File: config.mk
export PLATFORM = sky130hd
export DESIGN_NAME = cidb_top
export DESIGN_NICKNAME = d
export VERILOG_FILES = /design/src/cidb_mem.v /design/src/cidb_top.v
export VERILOG_INCLUDE_DIRS = /design/src /design/src/inc
export SDC_FILE = /design/constraint.sdc
export NUM_CORES = 1
export LEC_CHECK = 0
export ABC_AREA = 1
export BUFFER_PORTS_ARGS = -buffer_cell sky130_fd_sc_hd__buf_4
export CAP_MARGIN = 20
export CORE_UTILIZATION = 60
export CTS_BUF_LIST = sky130_fd_sc_hd__clkbuf_8
export DETAILED_ROUTE_END_ITERATION = 8
export GPL_ROUTABILITY_DRIVEN = 0
export PLACE_DENSITY = 0.82
export SLEW_MARGIN = 20
export SYNTH_ARGS = -nofsm -noshare
export SYNTH_HDL_FRONTEND = slang
export SYNTH_SLANG_ARGS = --single-unit
File: constraint.sdc
create_clock -name clk_i -period 3 [get_ports clk_i]
set_clock_uncertainty 0.2 [all_clocks]
set_input_delay 0.45 -clock clk_i [delete_from_list [all_inputs] [get_ports clk_i]]
set_output_delay 0.45 -clock clk_i [all_outputs]
set_load 0.03 [all_outputs]
File: src/inc/cidb_defines.vh
// Constants for the CAN identifier buffer map block
`ifndef CIDB_DEFINES_VH
`define CIDB_DEFINES_VH

// Register byte offsets (one aligned word each)
`define CIDB_OFF_ID0 8'h00
`define CIDB_OFF_ID1 8'h04
`define CIDB_OFF_ID2 8'h08
`define CIDB_OFF_ID3 8'h0c
`define CIDB_OFF_STAT 8'h10
`define CIDB_OFF_SEL 8'h14
`define CIDB_OFF_TXID 8'h18
`define CIDB_OFF_RXID 8'h1c

// Field positions in identifier byte 1
`define CIDB_B1_SRR 4
`define CIDB_B1_IDE 3
`define CIDB_B1_SRTR 4

// Field position in identifier byte 3
`define CIDB_B3_RTR 0

// Flag encodings
`define CIDB_IDE_STD 1'b0
`define CIDB_IDE_EXT 1'b1
`define CIDB_RTR_DATA 1'b0
`define CIDB_RTR_REMOTE 1'b1

// Reset values of control state
`define CIDB_SEL_RST 8'h00
`define CIDB_RXF_RST 1'b0

// Buffer entries: transmit buffers first, then the receive buffer
`define CIDB_NTX 3
`define CIDB_NENT 4

`endif

File: src/cidb_mem.v
// Small identifier byte store with registered read data
`timescale 1ns/1ns

module cidb_mem #(
	parameter AW = 4,
	parameter DW = 8
) (
	// Clock and enable
	input wire clk_i,
	input wire ce_i,
	// Write port
	input wire we_i,
	input wire [AW-1:0] waddr_i,
	input wire [DW-1:0] wdata_i,
	// Read port
	input wire [AW-1:0] raddr_i,
	output reg [DW-1:0] rdata_o
);

	// No reset: the contents start undefined like any RAM
	reg [DW-1:0] mem [0:(1<<AW)-1];

	// ========================================
	// Write and registered read
	always @(posedge clk_i) begin
		if (ce_i) begin
			if (we_i) begin
				mem[waddr_i] <= wdata_i;
			end
			rdata_o <= mem[raddr_i];
		end
	end

endmodule // cidb_mem

File: src/cidb_top.v
// Identifier bytes of CAN message buffers, Wishbone slave and engine port
`timescale 1ns/1ns
`include "cidb_defines.vh"

module cidb_top #(
	parameter NTX = `CIDB_NTX
) (
	// Clock, reset, enable
	input wire clk_i,
	input wire rst_i,
	input wire ce_i,
	// Wishbone slave
	input wire cyc_i,
	input wire stb_i,
	input wire we_i,
	input wire [7:0] adr_i,
	input wire [3:0] sel_i,
	input wire [31:0] dat_i,
	output reg [31:0] dat_o,
	output reg ack_o,
	output reg err_o,
	// Flags from the rest of the controller
	input wire [NTX-1:0] tx_buffer_empty_flag_i,
	input wire rx_buffer_full_flag_set_i,
	// Receive store from the bit engine
	input wire rx_store_i,
	input wire [28:0] rx_id_i,
	input wire rx_ide_i,
	input wire rx_srr_i,
	input wire rx_rtr_i,
	// Transmit fetch request from the bit engine
	input wire tx_fetch_i,
	input wire [1:0] tx_fetch_buf_i,
	// Transmit identifier, arbitration-ordered, and the receive full flag
	output reg tx_valid_o,
	output reg [31:0] tx_arb_o,
	output reg [4:0] tx_arb_len_o,
	output reg rx_buffer_full_flag_o
);

	// ========================================
	// Declarations
	localparam ST_IDLE = 4'b0001;
	localparam ST_BRD = 4'b0010;
	localparam ST_BACK = 4'b0100;
	localparam ST_FETCH = 4'b1000;
	localparam RXE = 2'd3;

	reg [3:0] st_r;
	reg [3:0] st_nxt;
	reg [7:0] sel_r;
	reg [1:0] fbyte_r;
	reg [1:0] fbuf_r;
	reg fetch_pend_r;
	reg [31:0] asm_r;
	reg [1:0] rx_cnt_r;
	reg rx_busy_r;
	reg [31:0] rx_word_r;
	reg [1:0] bus_byte_r;
	reg [1:0] bus_buf_r;
	reg mem_we;
	reg [3:0] mem_wa;
	reg [7:0] mem_wd;
	reg [3:0] mem_ra;
	wire [7:0] mem_rd;
	wire [31:0] asm_full;
	wire bus_req;
	wire id_hit;
	wire [1:0] acc_byte;
	wire tx_ok;
	wire rx_ok;
	wire acc_ok;
	wire [1:0] cur_buf;
	reg [31:0] rx_pack;
	reg [31:0] arb_word;
	reg [4:0] arb_len;

	assign bus_req = cyc_i & stb_i & ~ack_o & ~err_o;
	assign id_hit = (adr_i[7:4] == 4'h0) & (adr_i[1:0] == 2'b00);
	assign acc_byte = adr_i[3:2];
	// Fetched word: three bytes already shifted in plus the one now read
	assign asm_full = {asm_r[23:0], mem_rd};

	// Lowest set selection bit picks the visible transmit buffer
	assign cur_buf = sel_r[0] ? 2'd0 : (sel_r[1] ? 2'd1 : 2'd2);

	// Window access gated by buffer state
	assign tx_ok = (sel_r[2:0] != 3'b000) &
		tx_buffer_empty_flag_i[cur_buf];
	assign rx_ok = rx_buffer_full_flag_o & ~we_i;
	assign acc_ok = tx_ok | rx_ok;

	// ========================================
	// Pack a received frame into the byte layout
	always @* begin
		rx_pack = 32'h00000000;
		if (rx_ide_i == `CIDB_IDE_EXT) begin
			rx_pack[31:24] = rx_id_i[28:21];
			rx_pack[23:21] = rx_id_i[20:18];
			rx_pack[16+`CIDB_B1_SRR] = rx_srr_i;
			rx_pack[16+`CIDB_B1_IDE] = `CIDB_IDE_EXT;
			rx_pack[18:16] = rx_id_i[17:15];
			rx_pack[15:8] = rx_id_i[14:7];
			rx_pack[7:1] = rx_id_i[6:0];
			rx_pack[`CIDB_B3_RTR] = rx_rtr_i;
		end else begin
			rx_pack[31:24] = rx_id_i[10:3];
			rx_pack[23:21] = rx_id_i[2:0];
			rx_pack[16+`CIDB_B1_SRTR] = rx_rtr_i;
			rx_pack[16+`CIDB_B1_IDE] = `CIDB_IDE_STD;
		end
	end

	// ========================================
	// Unpack a fetched buffer into arbitration order, MSB first
	// Left-justified so that a plain compare gives priority
	always @* begin
		arb_word = 32'h00000000;
		arb_len = 5'd0;
		if (asm_full[16+`CIDB_B1_IDE] == `CIDB_IDE_EXT) begin
			// ID28..18, SRR, IDE, ID17..0, RTR
			arb_word = {asm_full[31:21], asm_full[16+`CIDB_B1_SRR],
				1'b1, asm_full[18:16], asm_full[15:8], asm_full[7:1],
				asm_full[`CIDB_B3_RTR]};
			arb_len = 5'd31; // Bit count minus one: 32 bits
		end else begin
			// ID10..0, RTR, IDE, then unused bits not sent
			arb_word = {asm_full[31:21], asm_full[16+`CIDB_B1_SRTR],
				1'b0, 19'h0};
			arb_len = 5'd12; // Bit count minus one: 13 bits
		end
	end

	// ========================================
	// Memory port steering: receive store beats bus writes
	always @* begin
		mem_we = 1'b0;
		mem_wa = 4'h0;
		mem_wd = 8'h00;
		mem_ra = {bus_buf_r, bus_byte_r};
		if (rx_busy_r) begin
			mem_we = 1'b1;
			mem_wa = {RXE, rx_cnt_r};
			mem_wd = rx_word_r[8*(3-rx_cnt_r) +: 8];
		end else if (st_r == ST_IDLE && bus_req && !fetch_pend_r &&
			id_hit && we_i && sel_i[0] && tx_ok) begin
			mem_we = 1'b1;
			mem_wa = {cur_buf, acc_byte};
			mem_wd = dat_i[7:0];
		end
		if (st_r == ST_IDLE && fetch_pend_r) begin
			mem_ra = {fbuf_r, 2'd0};
		end else if (st_r == ST_FETCH) begin
			// Read is registered, so ask one byte ahead of the shift
			mem_ra = {fbuf_r, fbyte_r + 2'd1};
		end
	end

	cidb_mem #(
		.AW(4),
		.DW(8)
	) u_mem (
		.clk_i(clk_i),
		.ce_i(ce_i),
		.we_i(mem_we),
		.waddr_i(mem_wa),
		.wdata_i(mem_wd),
		.raddr_i(mem_ra),
		.rdata_o(mem_rd)
	);

	// ========================================
	// Next state
	always @* begin
		st_nxt = st_r;
		case (st_r)
			ST_IDLE: begin
				if (fetch_pend_r) begin
					st_nxt = ST_FETCH;
				end else if (bus_req && id_hit && !we_i && acc_ok &&
					!rx_busy_r) begin
					st_nxt = ST_BRD;
				end
			end
			ST_BRD: st_nxt = ST_BACK;
			ST_BACK: st_nxt = ST_IDLE;
			ST_FETCH: begin
				if (fbyte_r == 2'd3) begin
					st_nxt = ST_IDLE;
				end
			end
			default: st_nxt = ST_IDLE;
		endcase
	end

	// ========================================
	// Bus answers, selection, receive flag, fetch sequencing
	always @(posedge clk_i) begin
		if (rst_i) begin
			st_r <= ST_IDLE;
			sel_r <= `CIDB_SEL_RST;
			rx_buffer_full_flag_o <= `CIDB_RXF_RST;
			ack_o <= 1'b0;
			err_o <= 1'b0;
			dat_o <= 32'h00000000;
			fetch_pend_r <= 1'b0;
			fbyte_r <= 2'd0;
			fbuf_r <= 2'd0;
			asm_r <= 32'h00000000;
			rx_busy_r <= 1'b0;
			rx_cnt_r <= 2'd0;
			rx_word_r <= 32'h00000000;
			bus_byte_r <= 2'd0;
			bus_buf_r <= 2'd0;
			tx_valid_o <= 1'b0;
			tx_arb_o <= 32'h00000000;
			tx_arb_len_o <= 5'd0;
		end else if (ce_i) begin
			st_r <= st_nxt;
			ack_o <= 1'b0;
			err_o <= 1'b0;
			tx_valid_o <= 1'b0;
			// Receive store: four byte writes, full raised with the fourth
			if (rx_store_i && !rx_busy_r) begin
				rx_busy_r <= 1'b1;
				rx_cnt_r <= 2'd0;
				rx_word_r <= rx_pack;
			end else if (rx_busy_r) begin
				rx_cnt_r <= rx_cnt_r + 2'd1;
				if (rx_cnt_r == 2'd3) begin
					rx_busy_r <= 1'b0;
				end
			end
			// Full flag: hardware set beats software release
			if ((rx_busy_r && rx_cnt_r == 2'd3) ||
				rx_buffer_full_flag_set_i) begin
				rx_buffer_full_flag_o <= 1'b1;
			end else if (st_r == ST_IDLE && bus_req && !fetch_pend_r &&
				we_i && adr_i == `CIDB_OFF_STAT && sel_i[0] &&
				dat_i[0]) begin
				rx_buffer_full_flag_o <= 1'b0;
			end
			// Fetch request latched until the fetch sequence starts from idle
			if (tx_fetch_i && !fetch_pend_r && st_r != ST_FETCH) begin
				fetch_pend_r <= 1'b1;
				fbuf_r <= tx_fetch_buf_i;
				fbyte_r <= 2'd0;
			end
			if (st_r == ST_IDLE && fetch_pend_r) begin
				fetch_pend_r <= 1'b0;
			end
			if (st_r == ST_FETCH) begin
				fbyte_r <= fbyte_r + 2'd1;
				asm_r <= asm_full;
			end
			// Word and length move out together with the valid pulse
			if (st_r == ST_FETCH && fbyte_r == 2'd3) begin
				tx_valid_o <= 1'b1;
				tx_arb_o <= arb_word;
				tx_arb_len_o <= arb_len;
			end
			// Read address capture for window reads
			if (st_nxt == ST_BRD) begin
				bus_byte_r <= acc_byte;
				bus_buf_r <= rx_ok ? RXE : cur_buf;
			end
			// Register bus: writes and non-window reads in one cycle
			if (st_r == ST_IDLE && bus_req && !fetch_pend_r) begin
				if (id_hit) begin
					if (we_i && tx_ok && !rx_busy_r) begin
						ack_o <= 1'b1;
					end else if (!we_i && acc_ok && !rx_busy_r) begin
						ack_o <= 1'b0;
					end else if (!rx_busy_r) begin
						err_o <= 1'b1;
					end
				end else if (adr_i == `CIDB_OFF_STAT) begin
					ack_o <= 1'b1;
					dat_o <= {{(26-NTX){1'b0}}, tx_buffer_empty_flag_i,
						3'b000, tx_valid_o, st_r == ST_FETCH,
						rx_buffer_full_flag_o};
				end else if (adr_i == `CIDB_OFF_SEL) begin
					ack_o <= 1'b1;
					if (we_i && sel_i[0]) begin
						sel_r <= {5'b00000, dat_i[2:0]};
					end
					dat_o <= {24'h000000, sel_r};
				end else if (adr_i == `CIDB_OFF_TXID) begin
					ack_o <= 1'b1;
					dat_o <= tx_arb_o;
				end else if (adr_i == `CIDB_OFF_RXID) begin
					ack_o <= 1'b1;
					dat_o <= {27'h0, tx_arb_len_o};
				end else begin
					err_o <= 1'b1;
				end
			end
			// Window read data; bits above the byte read as zero
			if (st_r == ST_BACK) begin
				ack_o <= 1'b1;
				dat_o <= {24'h000000, mem_rd};
			end
		end
	end

endmodule // cidb_top

---- Yosys cells after proc, flatten, opt, wreduce, memory -nomap -nowiden ----
Memories as Yosys holds them, arrays and structs flattened. A register that Yosys moved wholly into a read port is not among the register bits.
Cells that the tools add are included.
storage, ports and cells
  register bits after elaboration ......... 148
  bits in writable memories ............... 128
  input bits .............................. 90
  output and inout bits ................... 73
  word-level logic and storage cells ...... 158
  memories kept ........................... 1
cells by class
  add/sub/neg operators ................... 3
  magnitude comparators ................... 1
  equality and inequality tests ........... 13
  shift-type cells ........................ 1
  mux-type cells .......................... 60
  bitwise operators ....................... 12
  reduce and logical (&&, ||, !) cells .... 49
memories
  name       words  bits a word  read ports  clocked after Yosys merged registers in  write ports  RTL line       text
  u_mem.mem  16     8            1           1                                        1            cidb_mem.v:21  reg [DW-1:0] mem [0:(1<<AW)-1];
operators by type and width
  cell                 count
  $mux 32              7
  $shiftx 32x33->8     1
  $eq 8x5->1 const B   4
  $mux 1               31
  $mux 4               7
  $logic_and 1x1->1    25
  $mux 20              1
  $mux 19              1
  $reduce_and 2->1     9
  $mux 8               2
  $mux 2               7
  $mux 13              1
  $pmux 4 s3           1
  $reduce_bool 2->1    5
  $eq 4x2->1 const B   2
  $and 1x1->1          6
  $reduce_and 6->1     1
  $mux 5               1
  $not 1->1            5
  $reduce_bool 5->1    1
  $add 2x1->2 const B  2
  $eq 2x2->1 const B   2
  $eq 4x1->1 const B   1
  $eq 4x3->1 const B   1
  other kinds (13)     15

---- Logic depth before layout (Yosys ltp) ----
Gate-level depths: netlist of the first run.
  word-level depth ........................ 14
  mapped depth ............................ 12
  gate-level depth less buffers ........... 12

---- Modules after synthesis ----
Synthesis of the first run repeated with hierarchy kept, for this count alone.
second synthesis, totals
  cells, all modules ...................... 1487
  area total of the unflattened synthesis .. 12299.3 µm²
modules (own cells, without submodules)
  module    instances  cells an instance  area each (µm²)  seq. area each (µm²)
  cidb_top  1          933                6441.2           2882.8
  cidb_mem  1          554                5858.1           4083.9

---- Least setup slack after synthesis of the first run ----
No wires, ideal clock.
  path type ............................... input port to flip-flop
  from .................................... input adr_i[1]
  to ...................................... memory u_mem.mem[0][0] (data pin)
  library setup time ...................... 330 ps
  arrival ................................. 1806 ps
  data required time ...................... 2470 ps
  slack ................................... 664 ps
  stages .................................. 7
  buffers on the path ..................... 0
  cell sequence ........................... nor2_1 > nand2_1 > nor2_2 > nand2_1 > nor2_1 > nand2_2 > o21ai_0
on the way
  cells in the longest elaborated chain, start to end .. 8
ends and longest elaborated chain
  item                            RTL line        text
  start: declaration              cidb_top.v:16   input wire [7:0] adr_i,
  $logic_not 2->1                 cidb_top.v:79   assign id_hit = (adr_i[7:4] == 4'h0) & (adr_i[1:0] == 2'b00);
  $and 1x1->1                     cidb_top.v:79
  $logic_and 1x1->1               cidb_top.v:145  end else if (st_r == ST_IDLE && bus_req && !fetch_pend_r &&
  $logic_and 1x1->1 (3 in a row)  cidb_top.v:146  id_hit && we_i && sel_i[0] && tx_ok) begin
  $mux 8                          cidb_top.v:145
  $mux 8                          cidb_top.v:141  if (rx_busy_r) begin
  via mem_wd[0]                   cidb_top.v:63   reg [7:0] mem_wd;
  end: declaration                cidb_mem.v:21
The timed path passes the listed nets, and every way through them passes these cells.

---- Worst setup path in the final report of the first run ----
  from .................................... register st_r[3]
  to ...................................... register u_mem.rdata_o[5], read port of u_mem.mem (data pin)
on the way
  cells in the longest elaborated chain, start to end .. 3
  elaborated cells on any way between the ends .. 5
  classes of those cells .................. 2 x eq/ne; 2 x mux; 1 x reduce/logical
ends and longest elaborated chain
  item                                                RTL line                        text
  start: declaration                                  cidb_top.v:49                   reg [3:0] st_r;
  start signal: assignment                            cidb_top.v:219                  st_r <= st_nxt;
  $eq 4x4->1 / $eq 4x1->1 (equally long branches)     cidb_top.v:153, cidb_top.v:151
  $mux 4 / $logic_and 1x1->1 (equally long branches)  cidb_top.v:153, cidb_top.v:151
  $mux 4 (*)                                          cidb_top.v:151                  if (st_r == ST_IDLE && fetch_pend_r) begin
  end: declaration                                    cidb_mem.v:17                   output reg [DW-1:0] rdata_o
Every way passes the cells marked *; elsewhere a longest branch is shown, timed or not.
A chain may end at the register's enable or synchronous reset.

==> qor.yml, run 1 <==
timing:
  finalHoldViolations: 0
  worstMarginPinSlew_ns: 0.793
  setup_viol: 0
  rsz0062_at_grt: "no"
  maxSlewHeadroom: 0.471
  fmax_mhz: 395
  slew_viol_final: 0
  min_period_over_period: 0.844
  setup_slack_ns: 0.467
  whs_ns: 0.0172
  fin_crit_ns: 2.53
  finalSetupTns_ns: 0
route:
  routed_wl_mm: 31.7
  final_antenna_net_count: 0
  drcViolationCount: 0
  wl_per_cell_um: 16.7
  vias: 10722
  firstDrtPassIters: 8
  via_per_inst: 5.63
  drt_iter0_drc: 996
placed_design:
  hpwl_mm: 20.0
  dp_slack_ns: 0.390
  dp_cells: 1790
  port_buffers: 135
  place_area_mm2: 0.0135
cts:
  numCtsBuffers: 44
  cts_max_level: 2
  tritoncts: "yes"
  clkLatencyLatePin_ns: 0.56
  clock-sinks: 280
  clk_pin_slew_ns: 0.06
  root_buffer: "clkbuf_8"
  cts_resized: 0
  postCtsSetupRepairBufs: 0
  clk_path_buf_depth: 3
final_layout:
  design_area_mm2: 0.0147
  layoutNonFillerInstCount: 1903
  drive_gt1_frac: 0.168
  area_growth_pct: 18.3
  final_util: 0.726
  nNetsFinal: 1691
  final_cell_mix: "nand2_1, nand3_1, buf_4"
  antenna_cells: 0
  mostFrequentLayoutCell: "nand2_1"
worst_setup_path:
  ff2ff_path_depth: 9
  r2r_start: "st_r[3]"
  cp_max_fo: 42
  crit_required_ns: 3.09
  worstPathArrival_ns: 2.62
  regToRegSetupSlack_ns: 0.47
  rr_endpoint: "u_mem.rdata_o[5]"
  start_kind: "flop"
  worstSetupPathType: "reg -> reg"
  endpoint_kind: "flop"
synth:
  avgSynthCellArea_um2: 8.64
  synth_fp_nets: 1534
  synth_top_cell_by_area: "edfxtp_1"
  synth_area_mm2: 0.0125
  ys_types: 43
  synth_top_area_share: 0.328
  synth.ff_latch_count: 280
  synthCells: 1442
  ys_async_sr_fraction: 0
  synth_warnings: 0
  synth_flop_cell: "dfxtp_1"
  seq_area_frac_synth: 0.559
  synth_edf_count: 136
  synth_area_leaders: "edfxtp_1, dfxtp_1, nand2_1"
global_route:
  grt_pass1_wl_mm: 50.5
  first_global_vias: 10102
  antenna_found_initial: 0
  grt_use_total: 0.296
  grt_max_degree: 65
  grt_overflow: 0
worst_hold_path:
  min_to: "fbuf_r[0]"
  min_from: "tx_fetch_buf_i[0]"
  min_path_type: "in -> reg"
  hold_path_depth: 3
floorplanning:
  io_pins: 163
  die_x_um: 146
  die_h_um: 146
  start_util: 0.614
  die_area_mm2: 0.0213
  core-area_mm2: 0.0203
  row_count: 52
power:
  p_leak_nw: 6.16
  finalPower_mw: 7.77
  power_density_mw_per_mm2: 527
  peakVddDrop_mv: 0.407
flow_run:
  drv_cap: 0
status:
  status: "finished, final reports clean"
[cells by family after synthesis]
| kind of cell | Yosys count | share of synthesized area |
|---|---|---|
| DFF | 280 | 0.559 |
| buffers and inverters | 214 | 0.0809 |
| AOI/OAI and AO/OA | 241 | 0.104 |
| and+or+nand+nor | 705 | 0.254 |
| adders and majority gates | 2 | 0.00201 |
[metal layers]
metal / vias to the layer above / wire (µm) / track usage
met3: 77 / 2370 / 0.0481
met2: 492 / 15900 / 0.513
li1: 5135 / - / -
met1: 5018 / 12400 / 0.368
met4: 0 / 976 / 0.127
met5: - / 0 / 0
[synth_stat cells, drive strengths merged (5+ instances only)]
| library cell | count |
|---|---|
| o21ai | 79 |
| nor2 | 92 |
| nand3b | 9 |
| edfxtp | 136 |
| o21a | 5 |
| inv | 123 |
| a21oi | 143 |
| buf | 55 |
| dfxtp | 144 |
| clkbuf | 34 |
| nor3 | 5 |
| nand3 | 212 |
| nand2 | 378 |
| a221o | 8 |
[report_power, final]
| group | switching [mW] | internal [mW] | leakage, nW |
|---|---|---|---|
| combinational | 0.351 | 0.200 | 3.18 |
| clock | 1.46 | 1.67 | 0.496 |
| sequential | 0.0407 | 4.04 | 2.49 |
| total | 1.85 | 5.91 | 6.16 |
[worst max-delay path by stage]
| stage | from | endpoint | slack (ns) | cells past startpoint |
|---|---|---|---|---|
| after floorplan | adr_i[1] | u_mem.mem[0][0] | 0.66 | 7 |
| after global placement | adr_i[1] | u_mem.mem[8][6] | 0.41 | 10 |
| after detailed placement | adr_i[1] | u_mem.mem[8][6] | 0.39 | 10 |
| after CTS | st_r[3] | u_mem.rdata_o[0] | 0.49 | 9 |
| after global routing | sel_r[1] | u_mem.mem[8][4] | 0.25 | 10 |
| final | st_r[3] | u_mem.rdata_o[5] | 0.47 | 9 |
[sequential cells by signal, indices dropped and copies added (netlist names), 2 cells and up]
register       cells
asm_r             24
bus_buf_r          2
bus_byte_r         2
dat_o             32
fbuf_r             2
fbyte_r            2
rx_cnt_r           2
rx_word_r         32
sel_r              3
st_r               4
tx_arb_o          32
u_mem.mem        128
u_mem.rdata_o      8
[critical path: stages, from the launching register on]
cell,delay (ns)
dfxtp_1,0.34
nor2_2,0.23
nand3_4,0.31
nand3_4,0.39
buf_12,0.26
nand2_1,0.08
nand3_1,0.11
nand3_1,0.11
nand3_1,0.10
nand2_1,0.11
[cell type report]
type / count / area [µm²]
multi-input cells: 948 / 4490
inverters: 125 / 469
well taps: 270 / 338
flip-flops and latches: 280 / 6970
fillers: 1465 / 5560
repair buffers: 200 / 1610
clock inverters: 28 / 155
clock buffers: 52 / 716
[repair_timing]
item	in CTS	in global routing
hold endpoints to repair	34	0
setup endpoints to repair	0	0
hold buffers	33	0
Note: power is estimated with default switching activity, not from simulation.
==> inputs of run 2 (changes only) <==
Clock period 3 ns to 2.51 ns, I/O delays scaled along.
==> run 2 against run 1 <==
The run now ends with setup timing left. Flip-flop and latch count unchanged. Non-clock buffer count is 25 higher. Via count rose by 2.7%. Worst hold slack improved by 0.034 ns. Die area stayed put. Cell count increased by 1.3%. Largest power group unchanged.
==> qor.yml, run 2 (synthesized netlist as in run 1, its figures left out) <==
timing:
  whs_ns: 0.0517  # +0.0345 ns
  setup_slack_ns: -0.0201  # -0.487 ns
  worstMarginPinSlew_ns: 0.778  # -0.0150 ns
  finalHoldViolations: 0  # unchanged
  min_period_over_period: 1.01  # +0.164
  fin_crit_ns: 2.53  # -0.00333 ns
  maxSlewHeadroom: 0.481  # +0.0100
  slew_viol_final: 0  # unchanged
  setup_viol: 8  # +8
  fmax_mhz: 395  # +0.13%
placed_design:
  hpwl_mm: 20.3  # +1.6%
  dp_slack_ns: 0.0399  # -0.350 ns
  port_buffers: 135  # unchanged
  place_area_mm2: 0.0137  # +1.2%
  dp_cells: 1807  # +0.95%
route:
  drcViolationCount: 0  # unchanged
  via_per_inst: 5.72  # +1.5%
  vias: 11016  # +2.7%
  routed_wl_mm: 33.0  # +4.2%
  firstDrtPassIters: 6  # -2
  final_antenna_net_count: 0  # unchanged
  wl_per_cell_um: 17.1  # +2.9%
  drt_iter0_drc: 1187  # +19%
final_layout:
  antenna_cells: 0  # unchanged
  top_register: "u_mem.mem"
  final_cell_mix: "nand2_1, nand3_1, buf_4"
  area_growth_pct: 20.6
  nNetsFinal: 1717  # +1.5%
  largest_reg_flops: 128  # unchanged
  mostFrequentLayoutCell: "nand2_1"
  drive_gt1_frac: 0.182  # +0.0139
  final-seq-area_mm2: 0.00697  # unchanged
  design_area_mm2: 0.0150  # +1.9%
  multi_input_area_mm2: 0.00451  # +0.61%
  layoutNonFillerInstCount: 1927  # +1.3%
  fillers: 1411  # -3.7%
worst_setup_path:
  start_kind: "flop"
  r2r_start: "sel_r[0]"
  crit_required_ns: 2.53  # -0.56 ns
  ff2ff_path_depth: 10  # +1
  rr_endpoint: "u_mem.mem[0][0]"
  cp_max_fo: 10  # -76%
  crit_path_start: "sel_r[0]"
  worstSetupPathType: "reg -> reg"
  regToRegSetupSlack_ns: -0.02  # -0.49 ns
  worstPathArrival_ns: 2.55  # -0.07 ns
  endpoint_kind: "flop"
  endpoint: "u_mem.mem[0][0]"
power:
  peakVddDrop_mv: 0.357  # -12%
  power_density_mw_per_mm2: 624  # +18%
  finalPower_mw: 9.38  # +21%
  p_leak_nw: 6.30  # +2.3%
floorplanning:
  die_area_mm2: 0.0213  # unchanged
  start_util: 0.614  # unchanged
  row_count: 52  # unchanged
  die_h_um: 146  # unchanged
  core-area_mm2: 0.0203  # unchanged
  io_pins: 163  # unchanged
  die_x_um: 146  # unchanged
cts:
  root_buffer: "clkbuf_8"
  clk_path_buf_depth: 3  # unchanged
  clock-sinks: 280  # unchanged
  cts_max_level: 2  # unchanged
  clk_pin_slew_ns: 0.06  # about the same
  tritoncts: "yes"
  numCtsBuffers: 45  # +2.3%
  clkLatencyLatePin_ns: 0.58  # +0.02 ns
global_route:
  grt_use_total: 0.308  # +0.0124
  first_global_vias: 10456  # +3.5%
  top_usage_layer: "met2"
  antenna_found_initial: 0  # unchanged
  grt_max_degree: 108  # +66%
  grt_overflow: 0  # unchanged
  met3_usage: 0.0506  # +0.00250
  grt_pass1_wl_mm: 52.1  # +3.3%
  use_met2: 0.531  # +0.0179
  grt_use_met1: 0.378  # +0.00964
status:
  status: "finished, violations left"
  violations: "setup timing"
flow_run:
  drv_cap: 0  # unchanged
worst_hold_path:
  min_path_type: "in -> reg"
## run 2: cell count changes in the layout (fill, tap and decap cells not counted), moves of 2 or more
cell           before  now
buf_12              2    5
buf_4             165  179
inv_1             130  127
buf_6               0    2
nor2_2              8   11
nor2_1             81   77
dlygate4sd3_1      33   39
## run 2: timing repair
| action | 4_1_cts | 5_1_grt |
|---|---|---|
| hold buffers | 39 | 0 |
| buffers inserted | 0 | 2 |
| endpoints found under the setup margin | 0 | 119 |
| hold endpoints to repair | 42 | 0 |
| gates resized for setup | 0 | 15 |
## run 2: critical path, stage by stage, from the launching register on
cell and delay, ns:
dfxtp_1 0.37, nor2_2 0.20, inv_1 0.09, o21ai_0 0.33
nor2_2 0.10, buf_4 0.15, nand2_4 0.14, nand2_4 0.09
o21ai_2 0.16, nand2_1 0.09, inv_1 0.26
## run 2: cell type report
class,instances,area share
sequential,280,0.464
multi-input combinational,948,0.300
timing repair buffer,225,0.124
clock buffer,52,0.0476
inverter,125,0.0316
tap,270,0.0225
clock inverter,27,0.0107
## run 2: how the worst min path moves through the flow
stage,start,endpoint,slack [ns],cells after the start
5_1_grt,tx_buffer_empty_flag_i[0],dat_o[6],0.04,5
4_1_cts,tx_buffer_empty_flag_i[0],dat_o[6],0.02,5
3_3_place_gp,fbuf_r[1],fbuf_r[1],0.25,2
3_5_place_dp,asm_r[23],asm_r[23],0.25,2
2_1_floorplan,fbuf_r[1],fbuf_r[1],0.23,2
6_report,tx_buffer_empty_flag_i[0],dat_o[6],0.05,5
## run 2: through the flow
stage | utilization | setup TNS (ns)
2_1_floorplan | - | 0
3_3_place_gp | 0.675 | 0
3_5_place_dp | 0.675 | 0
4_1_cts | 0.737 | 0
5_1_grt | 0.740 | -3.89
6_report | 0.740 | -0.137
## run 2: power breakdown
part / switching (mW) / internal [mW] / leakage (nW)
clock: 1.79 / 2.01 / 0.500
sequential: 0.0458 / 4.83 / 2.49
combinational: 0.439 / 0.262 / 3.31
## run 2: routing by layer
metal | vias to the layer above | routed length, µm
met3 | 119 | 2750
met2 | 588 | 16500
met4 | 0 | 1340
li1 | 5176 | -
met1 | 5133 | 12500
met5 | - | 0
